<file path="config.mk">
export PLATFORM = sky130hd
export DESIGN_NAME = jtp_tap
export DESIGN_NICKNAME = d
export VERILOG_FILES = /design/src/common/jtp_pkg.sv /design/src/core/jtp_edge_sync.sv /design/src/core/jtp_tap.sv
export SDC_FILE = /design/constraint.sdc
export NUM_CORES = 1
export LEC_CHECK = 0
export BUFFER_PORTS_ARGS = -buffer_cell sky130_fd_sc_hd__buf_2
export CAP_MARGIN = 5
export CELL_PAD_IN_SITES_DETAIL_PLACEMENT = 1
export CELL_PAD_IN_SITES_GLOBAL_PLACEMENT = 1
export CORE_MARGIN = 1
export CORE_UTILIZATION = 49
export CTS_CLUSTER_DIAMETER = 50
export DETAILED_ROUTE_END_ITERATION = 6
export GPL_TIMING_DRIVEN = 0
export PLACE_DENSITY = 0.82
export SYNTH_ARGS = -nofsm -noshare
export SYNTH_HDL_FRONTEND = slang
export SYNTH_SLANG_ARGS = --single-unit
export TNS_END_PERCENT = 5
</file>
<file path="constraint.sdc">
create_clock -name i_ref_clk -period 2.81 [get_ports i_ref_clk]
set_input_delay 0.7025 -clock i_ref_clk [delete_from_list [all_inputs] [get_ports i_ref_clk]]
set_output_delay 0.7025 -clock i_ref_clk [all_outputs]
set_load 0.05 [all_outputs]
</file>
<file path="src/common/jtp_pkg.sv">
// Package for the test access port: states, instruction codes, widths
package jtp_pkg;

  // ----------------------------------------------------------------
  // Controller states
  // ----------------------------------------------------------------
  typedef enum logic [3:0] {
    ST_RESET, ST_IDLE, ST_SEL_DR, ST_CAP_DR, ST_SHF_DR, ST_EX1_DR, ST_PAU_DR, ST_EX2_DR,
    ST_UPD_DR, ST_SEL_IR, ST_CAP_IR, ST_SHF_IR, ST_EX1_IR, ST_PAU_IR, ST_EX2_IR, ST_UPD_IR
  } jtp_state_t;

  // ----------------------------------------------------------------
  // Instruction register
  // ----------------------------------------------------------------
  localparam int          IR_W           = 3;
  localparam logic [2:0]  INS_EXTEST     = 3'h0;
  localparam logic [2:0]  INS_IDCODE     = 3'h1;
  localparam logic [2:0]  INS_SAMPLE_Z   = 3'h2;
  localparam logic [2:0]  INS_SAMPLE     = 3'h4;
  localparam logic [2:0]  INS_BYPASS     = 3'h7;
  localparam logic [1:0]  IR_CAPTURE_PAT = 2'h1;
  localparam logic [2:0]  IR_RESET_VAL   = INS_IDCODE;

  // ----------------------------------------------------------------
  // Data registers and reset TMS count
  // ----------------------------------------------------------------
  localparam int          ID_W           = 32;
  localparam int          BSR_W_DEF      = 16;
  localparam int          RESET_TMS_CNT  = 5;

endpackage : jtp_pkg

</file>
<file path="src/core/jtp_edge_sync.sv">
// Two-flop synchroniser with edge detection for the test clock pin
`timescale 1ns/10ps
module jtp_edge_sync (
  input  wire logic i_ref_clk,
  input  wire logic i_resetn,
  input  wire logic i_pin,
  output logic      o_level,
  output logic      o_rise,
  output logic      o_fall
);

  typedef struct packed {
    logic meta;
    logic sync;
    logic last;
  } jtp_sync_t;

  jtp_sync_t s_q;
  jtp_sync_t s_d;

  always_comb begin
    s_d      = s_q;
    s_d.meta = i_pin;
    s_d.sync = s_q.meta;
    s_d.last = s_q.sync;
  end

  always_ff @(posedge i_ref_clk or negedge i_resetn) begin
    if (!i_resetn) begin
      s_q <= '0;
    end else begin
      s_q <= s_d;
    end
  end

  assign o_level = s_q.sync;
  assign o_rise  = s_q.sync & ~s_q.last;
  assign o_fall  = ~s_q.sync & s_q.last;

endmodule : jtp_edge_sync

</file>
<file path="src/core/jtp_tap.sv">
// Boundary-scan test access port controller with IR, bypass, ID and scan registers
`timescale 1ns/10ps

// Functional notes
// - The port follows the 1149.1-2001 controller sequencing and register behaviour.
// - TMS and TDI are sampled only at a detected rising edge of the test clock.
// - TDO and its enable change only at a detected falling edge of the test clock.
// - State changes depend only on TMS taken at each rising test clock edge.
// - An unconnected TMS reads as high through the pad pull-up.
// - An unconnected TDI reads as high through the pad pull-up.
// - Exactly one register, chosen by the current instruction, sits between TDI and TDO.
// - TDI enters the most significant bit of the selected register.
// - TDO shows the least significant bit, so data leaves LSB first.
// - TDO drives only in the shift states and is released otherwise.
// - Five rising edges with TMS high always reach the reset state.
// - A port reset touches nothing of the memory path besides the port itself.
// - Power-up reset puts the controller in reset with TDO released.
// - The three-bit instruction register holds IDCODE after power-up and in reset.
// - Capture of the instruction path loads 01 into the two low bits.
module jtp_tap
  import jtp_pkg::*;
#(
  parameter int          BSR_W   = BSR_W_DEF,
  parameter logic [31:0] ID_CODE = 32'h1234_5679 // Arbitrary value
) (
  input  wire logic             i_ref_clk,
  input  wire logic             i_resetn,
  input  wire logic             i_tck,
  input  wire logic             i_tms,
  input  wire logic             i_tms_pull_en,
  input  wire logic             i_tdi,
  input  wire logic             i_tdi_pull_en,
  input  wire logic [BSR_W-1:0] i_bsr_pins,
  output logic                  o_tdo,
  output logic                  o_tdo_oen,
  output logic [BSR_W-1:0]      o_bsr_update,
  output logic                  o_extest,
  output logic                  o_sample_z,
  output logic                  o_tap_reset
);

  // Boundary register needs a data cell and the bus enable cell
  if (BSR_W < 2) begin : g_bsr_w_chk
    $error("BSR_W must be at least 2");
  end

  localparam logic [2:0] TMS_ONES_MAX = 3'(RESET_TMS_CNT);

  // ----------------------------------------------------------------
  // Pin synchronisers
  // ----------------------------------------------------------------
  logic tck_rise;
  logic tck_fall;
  logic tms_m;
  logic tms_s;
  logic tdi_m;
  logic tdi_s;
  logic tms_pm;
  logic tms_ps;
  logic tdi_pm;
  logic tdi_ps;
  logic tms_eff;
  logic tdi_eff;

  jtp_edge_sync u_tck_sync (
    .i_ref_clk (i_ref_clk),
    .i_resetn  (i_resetn),
    .i_pin     (i_tck),
    .o_level   (),
    .o_rise    (tck_rise),
    .o_fall    (tck_fall)
  );

  // Pins and float flags each pass two flops; a floating pin reads as high
  always_ff @(posedge i_ref_clk or negedge i_resetn) begin
    if (!i_resetn) begin
      tms_m  <= 1'b1;
      tms_s  <= 1'b1;
      tdi_m  <= 1'b1;
      tdi_s  <= 1'b1;
      tms_pm <= 1'b0;
      tms_ps <= 1'b0;
      tdi_pm <= 1'b0;
      tdi_ps <= 1'b0;
    end else begin
      tms_m  <= i_tms;
      tms_s  <= tms_m;
      tdi_m  <= i_tdi;
      tdi_s  <= tdi_m;
      tms_pm <= i_tms_pull_en;
      tms_ps <= tms_pm;
      tdi_pm <= i_tdi_pull_en;
      tdi_ps <= tdi_pm;
    end
  end

  assign tms_eff = tms_s | tms_ps;
  assign tdi_eff = tdi_s | tdi_ps;

  // ----------------------------------------------------------------
  // State
  // ----------------------------------------------------------------
  typedef struct packed {
    jtp_state_t       st;
    logic [IR_W-1:0]  ir_sh;
    logic [IR_W-1:0]  ir;
    logic             byp;
    logic [ID_W-1:0]  id_sh;
    logic [BSR_W-1:0] bsr_sh;
    logic [BSR_W-1:0] bsr_upd;
    logic             tdo;
    logic             oen;
  } jtp_tap_t;

  jtp_tap_t r_q;
  jtp_tap_t r_d;

  jtp_state_t nxt;
  logic       sel_lsb;

  // ----------------------------------------------------------------
  // Next state from TMS
  // ----------------------------------------------------------------
  always_comb begin
    nxt = r_q.st;
    case (r_q.st)
      ST_RESET:  nxt = tms_eff ? ST_RESET  : ST_IDLE;
      ST_IDLE:   nxt = tms_eff ? ST_SEL_DR : ST_IDLE;
      ST_SEL_DR: nxt = tms_eff ? ST_SEL_IR : ST_CAP_DR;
      ST_CAP_DR: nxt = tms_eff ? ST_EX1_DR : ST_SHF_DR;
      ST_SHF_DR: nxt = tms_eff ? ST_EX1_DR : ST_SHF_DR;
      ST_EX1_DR: nxt = tms_eff ? ST_UPD_DR : ST_PAU_DR;
      ST_PAU_DR: nxt = tms_eff ? ST_EX2_DR : ST_PAU_DR;
      ST_EX2_DR: nxt = tms_eff ? ST_UPD_DR : ST_SHF_DR;
      ST_UPD_DR: nxt = tms_eff ? ST_SEL_DR : ST_IDLE;
      ST_SEL_IR: nxt = tms_eff ? ST_RESET  : ST_CAP_IR;
      ST_CAP_IR: nxt = tms_eff ? ST_EX1_IR : ST_SHF_IR;
      ST_SHF_IR: nxt = tms_eff ? ST_EX1_IR : ST_SHF_IR;
      ST_EX1_IR: nxt = tms_eff ? ST_UPD_IR : ST_PAU_IR;
      ST_PAU_IR: nxt = tms_eff ? ST_EX2_IR : ST_PAU_IR;
      ST_EX2_IR: nxt = tms_eff ? ST_UPD_IR : ST_SHF_IR;
      ST_UPD_IR: nxt = tms_eff ? ST_SEL_DR : ST_IDLE;
      default:   nxt = ST_RESET;
    endcase
  end

  // Serial output source
  always_comb begin
    sel_lsb = r_q.byp;
    if (r_q.st == ST_SHF_IR) begin
      sel_lsb = r_q.ir_sh[0];
    end else begin
      case (r_q.ir)
        INS_IDCODE:                      sel_lsb = r_q.id_sh[0];
        INS_EXTEST, INS_SAMPLE,
        INS_SAMPLE_Z:                    sel_lsb = r_q.bsr_sh[0];
        default:                         sel_lsb = r_q.byp;
      endcase
    end
  end

  // ----------------------------------------------------------------
  // Register update on test clock edges
  // ----------------------------------------------------------------
  always_comb begin
    r_d = r_q;
    if (tck_rise) begin
      r_d.st = nxt;
      case (r_q.st)
        ST_RESET: begin
          r_d.ir = IR_RESET_VAL;
          r_d.bsr_upd = '0;
          r_d.bsr_upd[BSR_W-1] = 1'b1;
        end
        ST_CAP_IR: r_d.ir_sh = {1'b0, IR_CAPTURE_PAT};
        ST_SHF_IR: r_d.ir_sh = {tdi_eff, r_q.ir_sh[IR_W-1:1]};
        ST_UPD_IR: r_d.ir = r_q.ir_sh;
        ST_CAP_DR: begin
          r_d.byp = 1'b0;
          r_d.id_sh = ID_CODE;
          r_d.bsr_sh = i_bsr_pins;
        end
        ST_SHF_DR: begin
          case (r_q.ir)
            INS_IDCODE: r_d.id_sh = {tdi_eff, r_q.id_sh[ID_W-1:1]};
            INS_EXTEST, INS_SAMPLE, INS_SAMPLE_Z:
              r_d.bsr_sh = {tdi_eff, r_q.bsr_sh[BSR_W-1:1]};
            default: r_d.byp = tdi_eff;
          endcase
        end
        ST_UPD_DR: begin
          // Only EXTEST and SAMPLE/PRELOAD latch the scan cells
          if (r_q.ir == INS_EXTEST || r_q.ir == INS_SAMPLE) begin
            r_d.bsr_upd = r_q.bsr_sh;
          end
        end
        default: r_d.byp = r_q.byp;
      endcase
      // IR holds IDCODE as soon as reset is entered
      if (nxt == ST_RESET) begin
        r_d.ir = IR_RESET_VAL;
      end
    end
    // Enable follows the state held between the rise and this fall
    if (tck_fall) begin
      r_d.tdo = sel_lsb;
      r_d.oen = !(r_q.st == ST_SHF_DR || r_q.st == ST_SHF_IR);
    end
  end

  // Port reset only reaches port state
  always_ff @(posedge i_ref_clk or negedge i_resetn) begin
    if (!i_resetn) begin
      r_q         <= '0;
      r_q.st      <= ST_RESET;
      r_q.ir      <= IR_RESET_VAL;
      r_q.ir_sh   <= IR_RESET_VAL;
      r_q.bsr_upd <= {1'b1, {(BSR_W-1){1'b0}}};
      r_q.oen     <= 1'b1;
      r_q.tdo     <= 1'b1;
    end else begin
      r_q <= r_d;
    end
  end

  // ----------------------------------------------------------------
  // Outputs
  // ----------------------------------------------------------------
  assign o_tdo        = r_q.tdo;
  assign o_tdo_oen    = r_q.oen;
  assign o_bsr_update = r_q.bsr_upd;
  assign o_extest     = (r_q.ir == INS_EXTEST);
  assign o_sample_z   = (r_q.ir == INS_SAMPLE_Z);
  assign o_tap_reset  = (r_q.st == ST_RESET);

  // ----------------------------------------------------------------
  // Assertions
  // ----------------------------------------------------------------
  // Rises with TMS high, saturating at the reset count
  logic [2:0] ones_cnt;
  always_ff @(posedge i_ref_clk or negedge i_resetn) begin
    if (!i_resetn) begin
      ones_cnt <= '0;
    end else if (tck_rise) begin
      ones_cnt <= tms_eff ? ((ones_cnt == TMS_ONES_MAX) ? ones_cnt : ones_cnt + 3'h1) : 3'h0;
    end
  end
endmodule : jtp_tap

</file>
-- Word-level counts from Yosys, hierarchy flattened
Index checks and enable logic that the tools add are counted.
- word-level logic and storage cells: 94
- flip-flop bits (word level): 88
- input port bits: 23
- output and inout bits: 21
- equality and inequality tests: 22
- reductions and logical operators: 21
- multiplexer cells: 25
- bitwise gates (word level): 6
- operator list (cell ; number):
    $pmux 48 s2 ; 1
    $pmux 4 s12 ; 1
    $eq 4x4->1 const B ; 8
    $mux 16 ; 2
    $mux 32 ; 1
    $pmux 16 s2 ; 1
    $eq 4x3->1 const B ; 4
    $mux 4 ; 4
    $pmux 3 s2 ; 2
    $reduce_and 3->1 ; 4
    $mux 3 ; 3
    $eq 4x2->1 const B ; 2
    $logic_not 4->1 ; 2
    $mux 2 ; 3
    $reduce_bool 2->1 ; 3
    $reduce_or 3->1 ; 2
    $mux 1 ; 5
    $eq 4x1->1 const B ; 1
    $ne 2x1->1 const B ; 2
    $ne 2x2->1 const B ; 2
    $pmux 1 s2 ; 2
    $reduce_and 2->1 ; 2
    $reduce_or 2->1 ; 2
    $reduce_or 4->1 ; 1
    10 further kinds ; 14

-- Depth between registers and ports, before layout
Gate-level depths: netlist of run 1.
- word-level depth: 6
- mapped depth: 8
- gate-level depth less buffers: 4

-- Cells and area by module
A second synthesis of run 1 with hierarchy kept.
- cells, all modules: 338
- area total of the unflattened synthesis: 3841.2 um^2
- by module, submodules not included (module ; instances ; cells an instance ; area each (um^2) ; seq. area each (um^2)):
    jtp_tap ; 1 ; 333 ; 3751.1 ; 2138.3
    jtp_edge_sync ; 1 ; 5 ; 90.1 ; 75.1

-- Worst setup path before layout of run 1
OpenSTA, ideal clock, no wires.
- kind: register -> register
- start: register r_q[76] (netlist name)
- end: register r_q[68] (netlist name)
- arrival time: 2810 ps
- required time: 2689 ps
- setup time: 121 ps
- slack: -121 ps
- stages on the path, launching flop included: 5
- period minus slack after synthesis: 2931 ps
- path buffers: 1
- path through: dfrtp_1 > clkbuf_1 > nor4_1 > o31ai_1 > a22o_1
- elaborated cells between the ends (all ways): 25
- those cells by class: eq/ne: 15; mux: 3; reduce/logical: 7
- RTL lines (element ; RTL line ; text):
    start, declared ; jtp_tap.sv:115 ; jtp_tap_t r_q;
    start signal, assigned ; jtp_tap.sv:222 ; r_q <= r_d;
    $logic_not 4->1 * ; - ;
    named net o_tap_reset ; jtp_tap.sv:39 ; output logic o_tap_reset
    $pmux 4 s12 ; jtp_tap.sv:126 ; case (r_q.st)
    $logic_not 4->1 ; jtp_tap.sv:200 ; if (nxt == ST_RESET) begin
    $reduce_bool 3->1 (no line) ; - ;
    $reduce_and 2->1 (no line) ; - ;
The timed path passes the listed nets; every way through them passes the cells marked *.
A chain may end at the register's enable or synchronous reset.

-- Worst setup path after layout of run 1
- start: register r_q[76] (netlist name)
- end: output port o_tap_reset
- cells in the longest elaborated chain, start to end: 1
- ends and longest elaborated chain (element ; RTL line ; text):
    $logic_not 4->1 ; jtp_tap.sv:234 ; assign o_tap_reset = (r_q.st == ST_RESET);
    end, declared ; jtp_tap.sv:39 ;
Every way passes these cells.

==> out/results.ini, run 1 <==
[synth]
netlist_area_sq_um = 3860
synth_cells = 343
synth_warnings = 0
async_flop_share_pct = 100
synth_cell_types = 50
syn_nets = 366
ys_seq_area_share_pct = 57.3
synth-simple-area-share_pct = 12.8
synth_xor_area_share_pct = 0.227
synth_seq_cells = 88
synth_compound_area_share_pct = 22.2
synth_top_area_share_pct = 51.2
synth_fa_ha_area_share_pct = 0
synth_area_leader_cell = dfrtp_1
muxShareOfSynthArea_pct = 0
yosys-top-cells-area = dfrtp_1 51%, dfstp_2 6.1%, a22o_1 4.3%, nand2_1 4.3%, a2bb2oi_1 3.4%
avgSynthCellArea_sq_um = 11.3
synth_ff_type = dfrtp_1
synth_edf_count = 0
synth_top_family_by_area = compound AO/OA/AOI/OAI gates

[floorplan]
placementRows = 32
die_h_um = 90.8
start_util_pct = 50.2
die_area_sq_um = 8240
die_x_um = 90.8
io_pins = 44
coreArea_sq_um = 7690

[sta]
fin_crit_sh_pct = 87.5
drv_slew = 0
fin_ws_ns = 0.350
setup_viol = 0
final_hold_viol_count = 0
post-route-min-period_ns = 2.46
max-slew-margin-rel_pct = 40.7
fmax_ghz = 0.407
hold_slack_ns = 0.255
finalClockSkew_ns = 0.0106
tightest_slew_ns = 0.883
setup_tns_ns = 0
rsz0062_at_grt = false

[power]
ir_drop_v = 0.000476
power_density_nw_per_um2 = 950
p_leak_nw = 2.06

[placed_design]
dp_hpwl_um = 6010
dpl_cell_area_sq_um = 4240
place_ws_ns = 0.632
port_buffers = 43
dpl.cell_count = 489
place_congestion = 0.765

[final_layout]
regMostFlops = r_q
fin_nets = 421
largest_register_ffs = 59
nFillCells = 866
syn2layout_area_growth_pct = 14.5
layout-drive-gt1-share_pct = 28.8
fin_cells = 505
postLayoutCellArea_sq_um = 4420
antenna_cells = 0

[job]
drv_cap = 0

[critical_path]
worstPathArrival_ns = 1.76
r2r_slack_ns = 0.58
ff2ff_path_depth = 5
r2r_end = r_q[51]
crit_path_end_kind = output pin
worstSetupPathType = reg2out
cp-start-kind = flip-flop
critPathRequiredTime_ns = 2.11
crit_fanout = 10
rr_startpoint = r_q[67]

[routing]
drc = 0
via_count = 2867
drtAntennaViolNets = 0
via_per_inst = 5.68
first_iter_violations = 124
dr.pass1.iters = 4
wl_um = 8640
wl_per_cell_um = 17.1

[cts]
cts_tree = yes
clkTransAtPathRegs_ns = 0.09
numCtsBuffers = 9
cts_max_level = 3
cts_hold_buf = 0
ctsLongestPathBuffers = 2
cts-resized-gates = 0
insertion_delay_ns = 0.37
root_buffer = clkbuf_8
postCtsSetupRepairBufs = 0
cts_sinks = 88

[grt]
antenna_found_initial = 0
grt_pass1_wl_um = 14800
grt_start_max_net_pins = 60
overflow = 0
grt_pass1_vias = 2903
grt_usage_pct = 23.1

[outcome]
outcome = complete, no violations

[hold_path]
holdCritPathClass = in2async

## per-stage QoR
stage	total power [mW]	util, %
after floorplan	3.01	-
after global placement	3.32	54.8
after detailed placement	3.40	55.2
after CTS	4.22	57.5
after global routing	4.44	57.5
final	4.20	57.5
## logic make-up (layout without fill, tap and decap cells)
group | after synthesis | after routing
DFF | 88 | 88
xor gates and xnor gates | 1 | 1
and+or+nand+nor | 100 | 100
buffers and inverters | 47 | 107
AOI/OAI and AO/OA | 107 | 107
## power breakdown
group / total, mW / internal (mW) / switching, mW
Combinational: 1.46 / 0.612 / 0.853
Sequential: 1.92 / 1.65 / 0.272
Clock: 0.812 / 0.332 / 0.480
## worst max path at each step
stage	startpoint	endpoint	slack (ns)	depth (start not counted)
floorplan	r_q[76]	o_tap_reset	0.52	2
global placement	i_resetn	tms_ps	0.31	1
detailed placement	r_q[67]	r_q[51]	0.63	5
CTS	r_q[76]	o_tap_reset	0.36	3
global route	r_q[76]	o_tap_reset	0.30	3
finish	r_q[76]	o_tap_reset	0.35	3
## metal layers
layer  up-vias  GRT usage [%]  part of all wire (%)
met5         -              0                     0
met4         0           8.20                   1.5
met3        12           4.63                   4.4
met2        81           36.7                    47
met1      1432           31.6                    47
li1       1342              -                     -
## cell type report
class	count	area, sq um	area share, %
Clock inverter	7	55.1	1.25
Timing Repair Buffer	44	245	5.55
Tap cell	102	128	2.89
Clock buffer	9	124	2.80
Inverter	5	18.8	0.425
Sequential cell	88	2210	50.1
Multi-Input combinational cell	208	1370	30.9
Buffer	42	269	6.09
## worst max-delay path: stages (launching register included)
cell and delay, ns:
dfrtp_1 0.46, clkbuf_1 0.26, nor4_2 0.34, buf_2 0.33
## synth_stat cells, types with 9 or more instances
library cell  instances
clkbuf_1             12
a21oi_1              12
nor2_1                9
buf_4                17
o22a_1               14
o21ai_0              11
a2bb2oi_1            15
a22o_1               19
dfrtp_1              79
o22ai_2              10
dfstp_2               9
nand3_1              17
nand2_1              44
## cells in the final DEF, fill, tap and decap left out, types with 12 or more instances in the layout
master / n
buf_4: 18
a21oi_1: 12
clkbuf_1: 12
nand2_1: 44
nand3_1: 17
buf_2: 50
dfrtp_1: 79
a2bb2oi_1: 15
a22o_1: 19
o22a_1: 14
Note: power is estimated with default switching activity, not from simulation.
==> run 2: changes to the inputs <==
- CORE_ASPECT_RATIO: default -> 0.8
==> run 2 against run 1 <==
Wire length grew 2.4%. Setup slack better by 0.0055 ns. Maximum frequency increased by 0.22%. Total power rose by 0.20%. Die area barely moved. Critical path depth did not move. Largest power group unchanged.
==> out/results.ini, run 2 (synthesis results as in run 1) <==
[outcome]
outcome = complete, no violations  ; unchanged

[grt]
grt_pass1_vias = 2938  ; was 2903
grt_pass1_wl_um = 14800  ; about the same
antenna_found_initial = 0  ; unchanged
grt_usage_pct = 24.0  ; was 23.1%
overflow = 0  ; unchanged
grt_start_max_net_pins = 48  ; was 60

[critical_path]
r2r_end = r_q[30]  ; was r_q[51]
worstPathArrival_ns = 1.75  ; was 1.76 ns
startpoint = r_q[76]  ; unchanged
crit_path_end_kind = output pin  ; unchanged
crit_path_top_delay_cell = dfrtp_1  ; unchanged
crit_fanout = 10  ; unchanged
worstSetupPathType = reg2out  ; unchanged
rr_startpoint = r_q[73]  ; was r_q[67]
path_cells = clkbuf_1 > nor4_2 > buf_2  ; unchanged
ff2ff_path_depth = 6  ; was 5
critPathRequiredTime_ns = 2.11  ; about the same
r2r_slack_ns = 0.61  ; was 0.58 ns
max_stage_delay_ns = 0.47  ; was 0.46 ns
cpLargestDelayFamily = buffers and inverters  ; unchanged
path_buf_inv = 2  ; unchanged
cp-start-kind = flip-flop  ; unchanged

[floorplan]
placementRows = 28  ; was 32
start_util_pct = 51.5  ; was 50.2%
die_x_um = 101  ; was 90.8 um
coreArea_sq_um = 7500  ; was 7690 sq um
die_h_um = 81.4  ; was 90.8 um
die_area_sq_um = 8240  ; about the same
io_pins = 44  ; unchanged

[sta]
setup_tns_ns = 0  ; unchanged
tightest_slew_ns = 0.810  ; was 0.883 ns
rsz0062_at_grt = false  ; unchanged
finalClockSkew_ns = 0.0170  ; was 0.0106 ns
post-route-min-period_ns = 2.45  ; was 2.46 ns
drv_slew = 0  ; unchanged
final_hold_viol_count = 0  ; unchanged
fmax_ghz = 0.407  ; about the same
setup_viol = 0  ; unchanged
max-slew-margin-rel_pct = 45.6  ; was 40.7%
fin_crit_sh_pct = 87.3  ; was 87.5%

[final_layout]
postLayoutCellArea_sq_um = 4430  ; was 4420 sq um
largest_register_ffs = 59  ; unchanged
layout-drive-gt1-share_pct = 28.5  ; was 28.8%
final_common_cell = dfrtp_1  ; unchanged
regMostFlops = r_q  ; unchanged
antenna_cells = 0  ; unchanged
fin_nets = 421  ; unchanged
syn2layout_area_growth_pct = 14.6  ; was 14.5%
final_cell_mix = 79 x dfrtp_1, 50 x buf_2, 44 x nand2_1, 19 x a22o_1, 18 x buf_4  ; unchanged

[cts]
insertion_delay_ns = 0.37  ; about the same
ctsLongestPathBuffers = 2  ; unchanged
cts_max_level = 3  ; unchanged
cts-resized-gates = 0  ; unchanged
clkTransAtPathRegs_ns = 0.09  ; about the same
cts_sinks = 88  ; unchanged
root_buffer = clkbuf_8  ; unchanged
numCtsBuffers = 9  ; unchanged
cts_hold_buf = 0  ; unchanged
cts_tree = yes  ; unchanged
postCtsSetupRepairBufs = 0  ; unchanged

[placed_design]
dpl_cell_area_sq_um = 4240  ; about the same
place_congestion = 0.786  ; was 0.765
port_buffers = 43  ; unchanged
dp_hpwl_um = 6120  ; was 6010 um

[hold_path]
holdCritPathClass = in2async  ; unchanged

[routing]
via_per_inst = 5.60  ; was 5.68
drtAntennaViolNets = 0  ; unchanged
dr.pass1.iters = 4  ; unchanged
via_count = 2846  ; was 2867
wl_per_cell_um = 17.4  ; was 17.1 um
drc = 0  ; unchanged
first_iter_violations = 109  ; was 124
wl_um = 8840  ; was 8640 um

[power]
power_density_nw_per_um2 = 950  ; about the same
ir_drop_v = 0.000419  ; was 0.000476 V
sw_frac_of_total_pct = 37.9  ; was 38.3%
seq_power_share_pct = 45.8  ; was 45.7%
p_total_mw = 4.21  ; was 4.20 mW
p_clk_share_pct = 19.3  ; about the same
power_switching_mw = 1.60  ; was 1.61 mW
p_leak_nw = 2.05  ; was 2.06 nW
internal_power_mw = 2.61  ; was 2.59 mW
combPwrFrac_pct = 34.9  ; about the same

[job]
drv_cap = 0  ; unchanged

-- run 2: per-stage QoR --
step           hold slack (ns)  setup WS (ns)  utilization (%)  instances
6_report                 0.304          0.356             59.0        508
5_1_grt                  0.340          0.257             59.0        508
4_1_cts                  0.324          0.329             59.0        508
3_5_place_dp             0.336          0.640             56.6        492
3_3_place_gp             0.334          0.293             56.2        491
2_1_floorplan            0.331          0.517                -        343
-- run 2: area by class of cell --
type | instances | area [sq um]
fillers | 833 | 3070
flip-flops and latches | 88 | 2210
multi-input cells | 208 | 1370
plain buffers | 42 | 269
repair buffers | 44 | 245
clock buffers | 11 | 141
well taps | 105 | 131
clock inverters | 5 | 40.0
inverters | 5 | 18.8
-- run 2: power groups by stage --
stage	Combinational (mW)	Sequential, mW	Clock [mW]
after detailed placement	1.46	1.94	0
after global placement	1.41	1.92	0
after floorplan	1.12	1.89	0
after CTS	1.48	1.93	0.834
final	1.47	1.92	0.813
after global routing	1.61	1.97	0.877
-- run 2: metal layers --
metal | vias up | part of all wire (%) | global-route usage, %
met4 | 0 | 0.92 | 6.09
met3 | 8 | 4.0 | 4.99
met5 | - | 0 | 0
met1 | 1421 | 47 | 31.8
met2 | 60 | 48 | 40.4
li1 | 1357 | - | -
-- run 2: how the worst max path moves through the flow --
stage | to | cells past startpoint | slack (ns)
4_1_cts | o_tap_reset | 3 | 0.33
5_1_grt | o_tap_reset | 3 | 0.26
3_3_place_gp | r_q[56] | 1 | 0.29
6_report | o_tap_reset | 3 | 0.36
2_1_floorplan | o_tap_reset | 2 | 0.52
3_5_place_dp | r_q[58] | 5 | 0.64
